==> config.mk <==
export PLATFORM = sky130hd
export DESIGN_NAME = spio_port
export DESIGN_NICKNAME = d
export VERILOG_FILES = /design/src/verilog/spio_pkg.sv /design/src/verilog/spio_pad_mux.sv /design/src/verilog/spio_port.sv
export SDC_FILE = /design/constraint.sdc
export NUM_CORES = 1
export LEC_CHECK = 0
export BUFFER_PORTS_ARGS = -buffer_cell sky130_fd_sc_hd__buf_2
export CAP_MARGIN = 20
export CORE_UTILIZATION = 54
export DETAILED_ROUTE_END_ITERATION = 6
export GPL_ROUTABILITY_DRIVEN = 0
export HOLD_SLACK_MARGIN = 0.03
export PLACE_DENSITY = 0.87
export SLEW_MARGIN = 20
export SYNTH_ARGS = -nofsm -noshare
export SYNTH_HDL_FRONTEND = slang
export SYNTH_SLANG_ARGS = --single-unit
==> constraint.sdc <==
create_clock -name aclk -period 3.3 [get_ports aclk]
set_input_delay 0.165 -clock aclk [delete_from_list [all_inputs] [get_ports aclk]]
set_output_delay 0.165 -clock aclk [all_outputs]
set_load 0.01 [all_outputs]
==> src/verilog/spio_pkg.sv <==
// Constants and types of the shared parallel I/O port
`default_nettype none

package spio_pkg;

   // ****************************************************************
   // Widths
   // ****************************************************************
   localparam int PADW = 16;
   localparam int AW = 12;

   // ****************************************************************
   // Register indices and byte addresses
   // ****************************************************************
   localparam logic [AW-1:0] IDX_DIR = 12'h2c0;
   localparam logic [AW-1:0] IDX_VAL = 12'h2c2;
   localparam logic [AW-1:0] IDX_LAT = 12'h2c4;
   localparam logic [AW-1:0] IDX_ANA = 12'h2fe;
   localparam logic [AW-1:0] ADDR_DIR = 12'(IDX_DIR * 4);
   localparam logic [AW-1:0] ADDR_VAL = 12'(IDX_VAL * 4);
   localparam logic [AW-1:0] ADDR_LAT = 12'(IDX_LAT * 4);
   localparam logic [AW-1:0] ADDR_ANA = 12'(IDX_ANA * 4);

   // ****************************************************************
   // Reset values
   // ****************************************************************
   localparam logic [PADW-1:0] DIR_RST = 16'hffff;
   localparam logic [PADW-1:0] LAT_RST = 16'h0000;
   localparam logic [PADW-1:0] ANA_RST = 16'h0000;

   // ****************************************************************
   // Bus responses
   // ****************************************************************
   localparam logic [1:0] RESP_OKAY = 2'h0;
   localparam logic [1:0] RESP_SLVERR = 2'h2;

   // ****************************************************************
   // Types
   // ****************************************************************
   typedef enum logic [4:0] {
      SEL_NONE = 5'h01,
      SEL_DIR = 5'h02,
      SEL_VAL = 5'h04,
      SEL_LAT = 5'h08,
      SEL_ANA = 5'h10
   } spio_sel_t;

   typedef enum logic [1:0] {
      W_IDLE = 2'h1,
      W_RESP = 2'h2
   } spio_wst_t;

   typedef enum logic [1:0] {
      R_IDLE = 2'h1,
      R_DATA = 2'h2
   } spio_rst_t;

   typedef struct packed {
      logic [PADW-1:0] en;
      logic [PADW-1:0] drive;
      logic [PADW-1:0] dout;
      logic [PADW-1:0] oe;
   } spio_periph_t;

   typedef struct packed {
      logic [PADW-1:0] dout;
      logic [PADW-1:0] oe;
   } spio_pad_t;

   typedef struct packed {
      logic [PADW-1:0] dir;
      logic [PADW-1:0] lat;
      logic [PADW-1:0] ana;
      logic [PADW-1:0] sync1;
      logic [PADW-1:0] sync2;
      spio_pad_t pad;
      logic [PADW-1:0] adc_level;
      spio_wst_t wst;
      logic aw_full;
      logic [AW-1:0] aw_addr;
      logic w_full;
      logic [PADW-1:0] w_data;
      logic [1:0] w_strb;
      logic awready;
      logic wready;
      logic [1:0] bresp;
      spio_rst_t rst;
      logic [PADW-1:0] rdata;
      logic [1:0] rresp;
   } spio_state_t;

endpackage

`default_nettype wire

==> src/verilog/spio_pad_mux.sv <==
// Output ownership multiplexers between peripherals and the port
`timescale 1ns/1ps
`default_nettype none

module spio_pad_mux #(
   parameter logic [spio_pkg::PADW-1:0] IMPL = 16'hffff,
   parameter logic [spio_pkg::PADW-1:0] SHARED = 16'hffff
) (
   // Port settings
   input wire logic [spio_pkg::PADW-1:0] dir,
   input wire logic [spio_pkg::PADW-1:0] lat,
   // Peripheral side
   input wire spio_pkg::spio_periph_t periph,
   // Pad side
   output wire spio_pkg::spio_pad_t pad,
   output wire logic [spio_pkg::PADW-1:0] own
);

   genvar i;
   generate
      for (i = 0; i < spio_pkg::PADW; i = i + 1) begin : g_bit
         if (IMPL[i] && SHARED[i]) begin : g_shared
            // Peripheral wins while enabled and driving
            assign own[i] = periph.en[i] & periph.drive[i];
            assign pad.dout[i] = own[i] ? periph.dout[i]
               : lat[i];
            assign pad.oe[i] = own[i] ? periph.oe[i] : ~dir[i];
         end else if (IMPL[i]) begin : g_dedicated
            // Input-only sharing, port alone drives
            assign own[i] = 1'b0;
            assign pad.dout[i] = lat[i];
            assign pad.oe[i] = ~dir[i];
         end else begin : g_absent
            assign own[i] = 1'b0;
            assign pad.dout[i] = 1'b0;
            assign pad.oe[i] = 1'b0;
         end
      end
   endgenerate

endmodule

`default_nettype wire

==> src/verilog/spio_port.sv <==
// Shared parallel I/O port with an AXI4-Lite register slave
`timescale 1ns/1ps
`default_nettype none

// How it works
// - Driving peripheral disables the port driver; the pin stays readable.
// - Enabled but idle peripheral leaves the pin to the port's settings.
// - Direction bit one makes the pin input; zero drives the latch out.
// - Reset sets every implemented direction bit, so all pins not driven by a peripheral are inputs.
// - Latch register reads the latch and writes update the latch.
// - Pin value register reads the pins; writes go to the latch.
// - Unimplemented bits hold nothing and read as zero everywhere.
// - Pins shared only with input functions are plain port pins.
// - Shared pins use a mux pair; the peripheral wins data and enable.
// - Analog-configured pins read as zero in the pin value register.
// - Digital-configured pins pass no level to the analog converter.
module spio_port #(
   parameter logic [spio_pkg::PADW-1:0] IMPL = 16'hffff,
   parameter logic [spio_pkg::PADW-1:0] SHARED = 16'hffff,
   parameter logic [spio_pkg::PADW-1:0] ANALOG = 16'hffff
) (
   // Clock and reset
   input wire logic aclk,
   input wire logic aresetn,
   // AXI4-Lite write address
   input wire logic awvalid,
   output logic awready,
   input wire logic [spio_pkg::AW-1:0] awaddr,
   input wire logic [2:0] awprot,
   // AXI4-Lite write data
   input wire logic wvalid,
   output logic wready,
   input wire logic [31:0] wdata,
   input wire logic [3:0] wstrb,
   // AXI4-Lite write response
   output logic bvalid,
   input wire logic bready,
   output logic [1:0] bresp,
   // AXI4-Lite read address
   input wire logic arvalid,
   output logic arready,
   input wire logic [spio_pkg::AW-1:0] araddr,
   input wire logic [2:0] arprot,
   // AXI4-Lite read data
   output logic rvalid,
   input wire logic rready,
   output logic [31:0] rdata,
   output logic [1:0] rresp,
   // Peripherals
   input wire spio_pkg::spio_periph_t periph,
   // Pads
   input wire logic [spio_pkg::PADW-1:0] pad_in,
   output logic [spio_pkg::PADW-1:0] pad_out,
   output logic [spio_pkg::PADW-1:0] pad_oe,
   // Analog converter
   output logic [spio_pkg::PADW-1:0] adc_sel,
   output logic [spio_pkg::PADW-1:0] adc_level
);

   // ****************************************************************
   // Decode
   // ****************************************************************
   function automatic spio_pkg::spio_sel_t decode(
      input logic [spio_pkg::AW-1:0] addr
   );
      case (addr)
         spio_pkg::ADDR_DIR: decode = spio_pkg::SEL_DIR;
         spio_pkg::ADDR_VAL: decode = spio_pkg::SEL_VAL;
         spio_pkg::ADDR_LAT: decode = spio_pkg::SEL_LAT;
         spio_pkg::ADDR_ANA: decode = spio_pkg::SEL_ANA;
         default: decode = spio_pkg::SEL_NONE;
      endcase
   endfunction

   // ****************************************************************
   // State
   // ****************************************************************
   spio_pkg::spio_state_t q;
   spio_pkg::spio_state_t next_q;
   spio_pkg::spio_pad_t mux_pad;
   logic [spio_pkg::PADW-1:0] own;
   logic [spio_pkg::PADW-1:0] pin_read;
   logic [spio_pkg::PADW-1:0] wmask;
   logic [spio_pkg::PADW-1:0] wval;
   spio_pkg::spio_sel_t wsel;
   spio_pkg::spio_sel_t rsel;
   logic aw_take;
   logic w_take;
   logic ar_take;
   logic do_write;

   // ****************************************************************
   // Pad multiplexers
   // ****************************************************************
   spio_pad_mux #(
      .IMPL(IMPL),
      .SHARED(SHARED)
   ) u_mux (
      .dir(q.dir),
      .lat(q.lat),
      .periph(periph),
      .pad(mux_pad),
      .own(own)
   );

   // Pin levels as software sees them
   assign pin_read = q.sync2 & IMPL & ~(q.ana & ANALOG);
   assign wmask = {{8{q.w_strb[1]}}, {8{q.w_strb[0]}}};
   assign wsel = decode(q.aw_addr);
   assign rsel = decode(araddr);
   assign aw_take = awvalid & q.awready;
   assign w_take = wvalid & q.wready;
   assign ar_take = arvalid & (q.rst == spio_pkg::R_IDLE);
   assign do_write = q.aw_full & q.w_full & (q.wst == spio_pkg::W_IDLE);

   // ****************************************************************
   // Next state
   // ****************************************************************
   always_comb begin
      next_q = q;
      wval = 16'h0000;
      // Pin synchroniser
      next_q.sync1 = pad_in;
      next_q.sync2 = q.sync1;
      // Registered pad drive
      next_q.pad = mux_pad;
      // Converter only sees analog-configured pins
      next_q.adc_level = q.sync2 & q.ana & ANALOG;
      // Address and data capture, either order
      if (aw_take) begin
         next_q.aw_full = 1'b1;
         next_q.aw_addr = awaddr;
      end
      if (w_take) begin
         next_q.w_full = 1'b1;
         next_q.w_data = wdata[spio_pkg::PADW-1:0];
         next_q.w_strb = wstrb[1:0];
      end
      // Write machine
      case (q.wst)
         spio_pkg::W_IDLE: begin
            if (do_write) begin
               next_q.aw_full = 1'b0;
               next_q.w_full = 1'b0;
               next_q.bresp = spio_pkg::RESP_OKAY;
               next_q.wst = spio_pkg::W_RESP;
               case (wsel)
                  spio_pkg::SEL_DIR: begin
                     wval = (q.dir & ~wmask) | (q.w_data & wmask);
                     next_q.dir = wval & IMPL;
                  end
                  spio_pkg::SEL_VAL, spio_pkg::SEL_LAT: begin
                     wval = (q.lat & ~wmask) | (q.w_data & wmask);
                     next_q.lat = wval & IMPL;
                  end
                  spio_pkg::SEL_ANA: begin
                     wval = (q.ana & ~wmask) | (q.w_data & wmask);
                     next_q.ana = wval & ANALOG & IMPL;
                  end
                  default: begin
                     next_q.bresp = spio_pkg::RESP_SLVERR;
                  end
               endcase
            end
         end
         spio_pkg::W_RESP: begin
            if (bready) begin
               next_q.wst = spio_pkg::W_IDLE;
            end
         end
         default: begin
            next_q.wst = spio_pkg::W_IDLE;
         end
      endcase
      next_q.awready = ~next_q.aw_full & (next_q.wst == spio_pkg::W_IDLE);
      next_q.wready = ~next_q.w_full & (next_q.wst == spio_pkg::W_IDLE);
      // Read machine
      case (q.rst)
         spio_pkg::R_IDLE: begin
            if (ar_take) begin
               next_q.rst = spio_pkg::R_DATA;
               next_q.rresp = spio_pkg::RESP_OKAY;
               case (rsel)
                  spio_pkg::SEL_DIR: next_q.rdata = q.dir;
                  spio_pkg::SEL_VAL: next_q.rdata = pin_read;
                  spio_pkg::SEL_LAT: next_q.rdata = q.lat;
                  spio_pkg::SEL_ANA: next_q.rdata = q.ana;
                  default: begin
                     next_q.rdata = 16'h0000;
                     next_q.rresp = spio_pkg::RESP_SLVERR;
                  end
               endcase
            end
         end
         spio_pkg::R_DATA: begin
            if (rready) begin
               next_q.rst = spio_pkg::R_IDLE;
            end
         end
         default: begin
            next_q.rst = spio_pkg::R_IDLE;
         end
      endcase
   end

   // ****************************************************************
   // Registers
   // ****************************************************************
   always_ff @(posedge aclk) begin
      if (!aresetn) begin
         q.dir <= spio_pkg::DIR_RST & IMPL;
         q.lat <= spio_pkg::LAT_RST;
         q.ana <= spio_pkg::ANA_RST;
         q.sync1 <= 16'h0000;
         q.sync2 <= 16'h0000;
         q.pad <= '0;
         q.adc_level <= 16'h0000;
         q.wst <= spio_pkg::W_IDLE;
         q.aw_full <= 1'b0;
         q.aw_addr <= 12'h000;
         q.w_full <= 1'b0;
         q.w_data <= 16'h0000;
         q.w_strb <= 2'h0;
         q.awready <= 1'b0;
         q.wready <= 1'b0;
         q.bresp <= spio_pkg::RESP_OKAY;
         q.rst <= spio_pkg::R_IDLE;
         q.rdata <= 16'h0000;
         q.rresp <= spio_pkg::RESP_OKAY;
      end else begin
         q <= next_q;
      end
   end

   // ****************************************************************
   // Outputs
   // ****************************************************************
   assign awready = q.awready;
   assign wready = q.wready;
   assign bvalid = (q.wst == spio_pkg::W_RESP);
   assign bresp = q.bresp;
   assign arready = (q.rst == spio_pkg::R_IDLE);
   assign rvalid = (q.rst == spio_pkg::R_DATA);
   assign rdata = {16'h0000, q.rdata};
   assign rresp = q.rresp;
   assign pad_out = q.pad.dout;
   assign pad_oe = q.pad.oe;
   assign adc_sel = q.ana;
   assign adc_level = q.adc_level;

   // ****************************************************************
   // Checks
   // ****************************************************************
   AST_PERIPH_OWNS: assert property (
      @(posedge aclk) disable iff (!aresetn)
      aresetn && (|(own & ~periph.oe)) |=>
         (pad_oe & $past(own)) == $past(own & periph.oe)
   ) else $error("Peripheral does not own the pad enable");

   AST_IDLE_PERIPH: assert property (
      @(posedge aclk) disable iff (!aresetn)
      (|(periph.en & ~periph.drive & IMPL)) |=>
         ((pad_oe ^ ~$past(q.dir))
            & $past(periph.en & ~periph.drive & IMPL)) == 16'h0000
   ) else $error("Idle peripheral blocks the port");

   AST_OUT_FROM_LAT: assert property (
      @(posedge aclk) disable iff (!aresetn)
      ##1 ((pad_out ^ $past(q.lat)) & $past(~own & ~q.dir & IMPL)) == 16'h0000
   ) else $error("Output pin does not follow the latch");

   AST_RESET_INPUT: assert property (
      @(posedge aclk)
      !aresetn |=> (q.dir == IMPL) ##1 ((pad_oe & ~$past(own)) == 16'h0000)
   ) else $error("Pins are not inputs after reset");

   AST_LAT_READ: assert property (
      @(posedge aclk) disable iff (!aresetn)
      ar_take && (rsel == spio_pkg::SEL_LAT) |=>
         rvalid && (rdata[15:0] == $past(q.lat))
   ) else $error("Latch read returned other data");

   AST_VAL_WRITE: assert property (
      @(posedge aclk) disable iff (!aresetn)
      do_write && (wsel == spio_pkg::SEL_VAL) && (q.w_strb == 2'h3) |=>
         (q.lat == ($past(q.w_data) & IMPL)) ##1 bvalid || $past(bready)
   ) else $error("Pin value write missed the latch");

   AST_UNIMPL_ZERO: assert property (
      @(posedge aclk) disable iff (!aresetn)
      rvalid |-> ((rdata[15:0] & ~IMPL) == 16'h0000)
         && (rdata[31:16] == 16'h0000)
   ) else $error("Unimplemented bit read as one");

   AST_DEDICATED: assert property (
      @(posedge aclk) disable iff (!aresetn)
      ##1 ((pad_oe ^ ~$past(q.dir)) & IMPL & ~SHARED) == 16'h0000
   ) else $error("Dedicated pin taken by a peripheral");

   AST_PERIPH_DATA: assert property (
      @(posedge aclk) disable iff (!aresetn)
      aresetn && (|own) |=>
         ((pad_out ^ $past(periph.dout)) & $past(own)) == 16'h0000
   ) else $error("Peripheral data lost at the pad");

   AST_ANALOG_ZERO: assert property (
      @(posedge aclk) disable iff (!aresetn)
      ar_take && (rsel == spio_pkg::SEL_VAL) |=>
         (rdata[15:0] & $past(q.ana)) == 16'h0000
   ) else $error("Analog pin read nonzero");

   AST_ADC_BLOCK: assert property (
      @(posedge aclk) disable iff (!aresetn)
      ##1 (adc_level & ~$past(q.ana)) == 16'h0000
   ) else $error("Digital pin reached the converter");

   AST_PORT_ENABLE: assert property (
      @(posedge aclk) disable iff (!aresetn)
      $stable(q.dir) && (own == 16'h0000) |=>
         (pad_oe == (~$past(q.dir) & IMPL))
   ) else $error("Port enable is not inverse direction");

   AST_DIR_WRITE: assert property (
      @(posedge aclk) disable iff (!aresetn)
      do_write && (wsel == spio_pkg::SEL_DIR) && (q.w_strb == 2'h3) |=>
         q.dir == ($past(q.w_data) & IMPL)
   ) else $error("Direction write did not land");

   AST_LAT_WRITE: assert property (
      @(posedge aclk) disable iff (!aresetn)
      do_write && (wsel == spio_pkg::SEL_LAT) && (q.w_strb == 2'h3) |=>
         q.lat == ($past(q.w_data) & IMPL)
   ) else $error("Latch write did not land");

   AST_UNIMPL_PAD: assert property (
      @(posedge aclk) disable iff (!aresetn)
      ((pad_oe | pad_out) & ~IMPL) == 16'h0000
   ) else $error("Unimplemented pin driven");

   AST_BRESP_TIME: assert property (
      @(posedge aclk) disable iff (!aresetn)
      aw_take && w_take |-> ##[1:2] bvalid
   ) else $error("Write response late");

endmodule

`default_nettype wire

==> flow_results.xml <==
<?xml version="1.0" encoding="UTF-8"?>
<metrics>
  <group name="status">
    <metric name="status" unit="">completed</metric>
  </group>
  <group name="clock_tree">
    <metric name="cts_max_level" unit="">4</metric>
    <metric name="post-cts-setup-buffers" unit="">0</metric>
    <metric name="cts_tree" unit="">built</metric>
    <metric name="maximum_number_of_buffers_from_clock_root_to_sink" unit="">2</metric>
    <metric name="clockRootBuffer" unit="">sky130_fd_sc_hd__clkbuf_16</metric>
    <metric name="cts_made_buffers" unit="">17</metric>
    <metric name="clk-insertion-delay-late" unit="ps">430</metric>
    <metric name="clkSlewWorstSetupHoldPaths" unit="ps">60</metric>
    <metric name="tritoncts_num_sinks" unit="">184</metric>
  </group>
  <group name="timing">
    <metric name="hold-worst-slack" unit="ps">68.0</metric>
    <metric name="timing_hold_violations_final" unit="">0</metric>
    <metric name="max-slew-margin-rel" unit="%">33.2</metric>
    <metric name="fmax" unit="GHz">0.429</metric>
    <metric name="post-route-period-util" unit="%">70.6</metric>
    <metric name="tightest_slew" unit="ps">1000</metric>
    <metric name="grt_setup_unrepaired" unit="">false</metric>
    <metric name="setup_viol_count_final" unit="">0</metric>
    <metric name="drv_slew" unit="">0</metric>
    <metric name="clock-skew-final" unit="ps">7.88</metric>
    <metric name="fin_tns_setup" unit="ps">0</metric>
    <metric name="post-route-min-period" unit="ps">2330</metric>
  </group>
  <group name="setup_path">
    <metric name="cell_family_with_the_largest_share_of_critical_path_delay" unit="">simple AND/OR/NAND/NOR gates</metric>
    <metric name="cell_depth_of_the_worst_setup_path" unit="">5</metric>
    <metric name="worst_path_cell_trace" unit="">ha_1, and3_1, nand4_1, nand3_1, o21ai_0</metric>
    <metric name="crit_path_end_kind" unit="">flop</metric>
    <metric name="critPathMaxStageDelay" unit="ps">690</metric>
    <metric name="path_class" unit="">reg -&gt; reg</metric>
    <metric name="crit_fanout" unit="">16</metric>
    <metric name="crit_slowest_cell" unit="">sky130_fd_sc_hd__nand4_1</metric>
    <metric name="cp-start-kind" unit="">flop</metric>
    <metric name="worst_ep_arrival_time" unit="ps">2600</metric>
    <metric name="crit_buf_inv" unit="">0</metric>
    <metric name="worst_ep_required_time" unit="ps">3570</metric>
    <metric name="r2r_cells" unit="">5</metric>
  </group>
  <group name="flow_run">
    <metric name="max_cap_viol_count" unit="">0</metric>
  </group>
  <group name="min_path">
    <metric name="min_path_type" unit="">in -&gt; reg</metric>
    <metric name="holdPathStages" unit="">2</metric>
  </group>
  <group name="detailed_routing">
    <metric name="via_per_inst" unit="">5.22</metric>
    <metric name="drtIter0Drc" unit="">386</metric>
    <metric name="totalWireLength" unit="um">19900</metric>
    <metric name="drt-wirelength-per-cell" unit="um">15.9</metric>
    <metric name="routed-via-count" unit="">6514</metric>
    <metric name="drt.antenna.violating_nets" unit="">0</metric>
    <metric name="drt_pass1_iterations" unit="">5</metric>
    <metric name="post-route-drc-count" unit="">0</metric>
  </group>
  <group name="power_and_ir_drop">
    <metric name="irDropWorstVdd" unit="mV">0.557</metric>
    <metric name="leakagePower" unit="nW">4.26</metric>
    <metric name="total_power_per_unit_cell_area" unit="mW/mm2">508</metric>
  </group>
  <group name="synth">
    <metric name="ys_types" unit="">46</metric>
    <metric name="synth-warning-count" unit="">0</metric>
    <metric name="yosysTopAreaCellShare" unit="%">48.5</metric>
    <metric name="synth_sequential_area_ratio" unit="%">48.5</metric>
    <metric name="syn-cell-area" unit="mm2">0.00760</metric>
    <metric name="leading_area_contributor_after_synthesis" unit="">sky130_fd_sc_hd__dfxtp_1</metric>
    <metric name="yosys_register_bits" unit="">184</metric>
    <metric name="synthCells" unit="">849</metric>
    <metric name="syn_avg_cell_area" unit="um2">8.95</metric>
    <metric name="synth_area_leaders" unit="">sky130_fd_sc_hd__dfxtp_1 48%, sky130_fd_sc_hd__buf_4 9.9%, sky130_fd_sc_hd__nand2_1 8.2%, sky130_fd_sc_hd__a21boi_0 4.5%, sky130_fd_sc_hd__nand3_1 3.4%</metric>
  </group>
  <group name="global_route">
    <metric name="grt_pass1_wl" unit="um">31000</metric>
    <metric name="track_usage" unit="%">27.8</metric>
    <metric name="grt_antenna_before_repair" unit="">6</metric>
    <metric name="grt_start_max_net_pins" unit="">91</metric>
    <metric name="globalRouteOverflowTotal" unit="">0</metric>
    <metric name="first_global_vias" unit="">6427</metric>
  </group>
  <group name="floorplan">
    <metric name="start_util" unit="%">56.3</metric>
    <metric name="chipWidth" unit="um">121</metric>
    <metric name="floorplan.die_area" unit="mm2">0.0146</metric>
    <metric name="die-height" unit="um">121</metric>
    <metric name="floorplan.rows" unit="">42</metric>
    <metric name="io_pins" unit="">258</metric>
    <metric name="floorplan.core_area" unit="mm2">0.0135</metric>
  </group>
  <group name="placed_design">
    <metric name="numPortBuffers" unit="">215</metric>
    <metric name="detailedPlacementHpwl" unit="um">12600</metric>
    <metric name="dpl-instance-area" unit="mm2">0.00809</metric>
    <metric name="post-place-cells" unit="">1121</metric>
  </group>
  <group name="cells_and_area">
    <metric name="final_nets" unit="">1211</metric>
    <metric name="fin_util" unit="%">70.9</metric>
    <metric name="layout.cells.non_filler" unit="">1249</metric>
    <metric name="layout.filler_cells" unit="">989</metric>
    <metric name="synthToLayoutAreaGrowth" unit="%">25.9</metric>
    <metric name="layout.cell_area.non_filler" unit="mm2">0.00957</metric>
    <metric name="post_route_cells_drive_above_1_share" unit="%">24.8</metric>
  </group>
</metrics>
layout by cell type, fill, tap and decap left out, types with 18 or more instances in the layout:
| master | instances |
|---|---|
| sky130_fd_sc_hd__nand2_1 | 167 |
| sky130_fd_sc_hd__nand3_1 | 52 |
| sky130_fd_sc_hd__and2_1 | 36 |
| sky130_fd_sc_hd__a21boi_0 | 46 |
| sky130_fd_sc_hd__conb_1 | 18 |
| sky130_fd_sc_hd__o21ai_0 | 40 |
| sky130_fd_sc_hd__dlygate4sd3_1 | 92 |
| sky130_fd_sc_hd__dfxtp_1 | 184 |
| sky130_fd_sc_hd__buf_2 | 214 |
worst reg2reg max path, stage by stage, from the launching register on:
cell	delay, ps
sky130_fd_sc_hd__dfxtp_1	400
sky130_fd_sc_hd__ha_1	220
sky130_fd_sc_hd__and3_1	410
sky130_fd_sc_hd__nand4_1	700
sky130_fd_sc_hd__nand3_1	310
sky130_fd_sc_hd__o21ai_0	140
synth_stat cells, drive strengths merged:
| cell | count |
|---|---|
| a22o | 4 |
| inv | 6 |
| mux2i | 16 |
| a22oi | 1 |
| xnor2 | 1 |
| or4 | 2 |
| clkbuf | 35 |
| or2 | 1 |
| a211oi | 1 |
| o21ai | 51 |
| a21boi | 46 |
| nand3 | 53 |
| nor2b | 7 |
| nand2 | 167 |
| and2 | 36 |
| o21a | 3 |
| a21oi | 22 |
| nor4 | 5 |
| dfxtp | 184 |
| and3 | 17 |
| nand4 | 4 |
| or3 | 3 |
| o211a | 17 |
| nor2 | 11 |
| nor3b | 1 |
| nand2b | 8 |
| nor3 | 3 |
| nand3b | 14 |
| ha | 2 |
| and4 | 4 |
| a21o | 1 |
| a221oi | 12 |
| buf | 107 |
| conb | 1 |
| a31oi | 1 |
| nand4b | 2 |
metrics by stage:
step / worst slack [ps] / power, mW
floorplan: 1520 / 2.75
global placement: 1150 / 2.89
detailed placement: 1070 / 2.91
CTS: 1010 / 4.86
global route: 718 / 5.04
finish: 969 / 4.87
layout make-up:
type                    count  area, um2  area share [%]
clock inverters             8       71.3           0.745
inverters                   6       22.5           0.235
clock buffers              23        478            4.99
repair buffers            313       2040            21.4
well taps                 176        220            2.30
flip-flops and latches    184       3680            38.5
diodes                      5       12.5           0.131
multi-input cells         534       3040            31.7
repair_timing:
action,in CTS,in global routing
hold endpoints to repair,77,0
hold buffers,92,0
resized for setup,0,0
worst paths after layout:
kind | startpoint | to | slack [ps]
min | aresetn | flop | 70
max | q[56]$_SDFF_PN1_ | flop | 970
max reg2reg | q[56]$_SDFF_PN1_ | flop | 970
min reg2reg | next_q[115]$_SDFF_PN0_ | q[115]$_SDFF_PN0_ | 430
per-layer routing:
metal | track usage [%] | up-vias | wire, um
met3 | 7.41 | 53 | 1360
met1 | 31.5 | 3021 | 8210
li1 | - | 3192 | -
met2 | 48.4 | 246 | 9740
met4 | 13.0 | 2 | 597
met5 | 0 | - | 10
power breakdown:
group	total, mW	switching (mW)	internal [mW]
registers	2.39	0.0622	2.33
logic	0.571	0.313	0.258
clock network	1.91	0.816	1.09
total	4.87	1.19	3.67
logic make-up (layout without fill, tap and decap cells):
| group | count (synthesis) | count (layout) | share of synthesized area (%) |
|---|---|---|---|
| DFF | 184 | 184 | 48.5 |
| AOI/OAI and AO/OA | 159 | 159 | 14.7 |
| buffers and inverters | 148 | 350 | 12.4 |
| other | 1 | 23 | 0.0493 |
| xor gates and xnor gates | 1 | 1 | 0.115 |
| muxes | 16 | 16 | 2.11 |
| and+or+nand+nor | 338 | 338 | 21.8 |
| adders and majority gates | 2 | 2 | 0.329 |
Power figures use the tool's default switching activity.
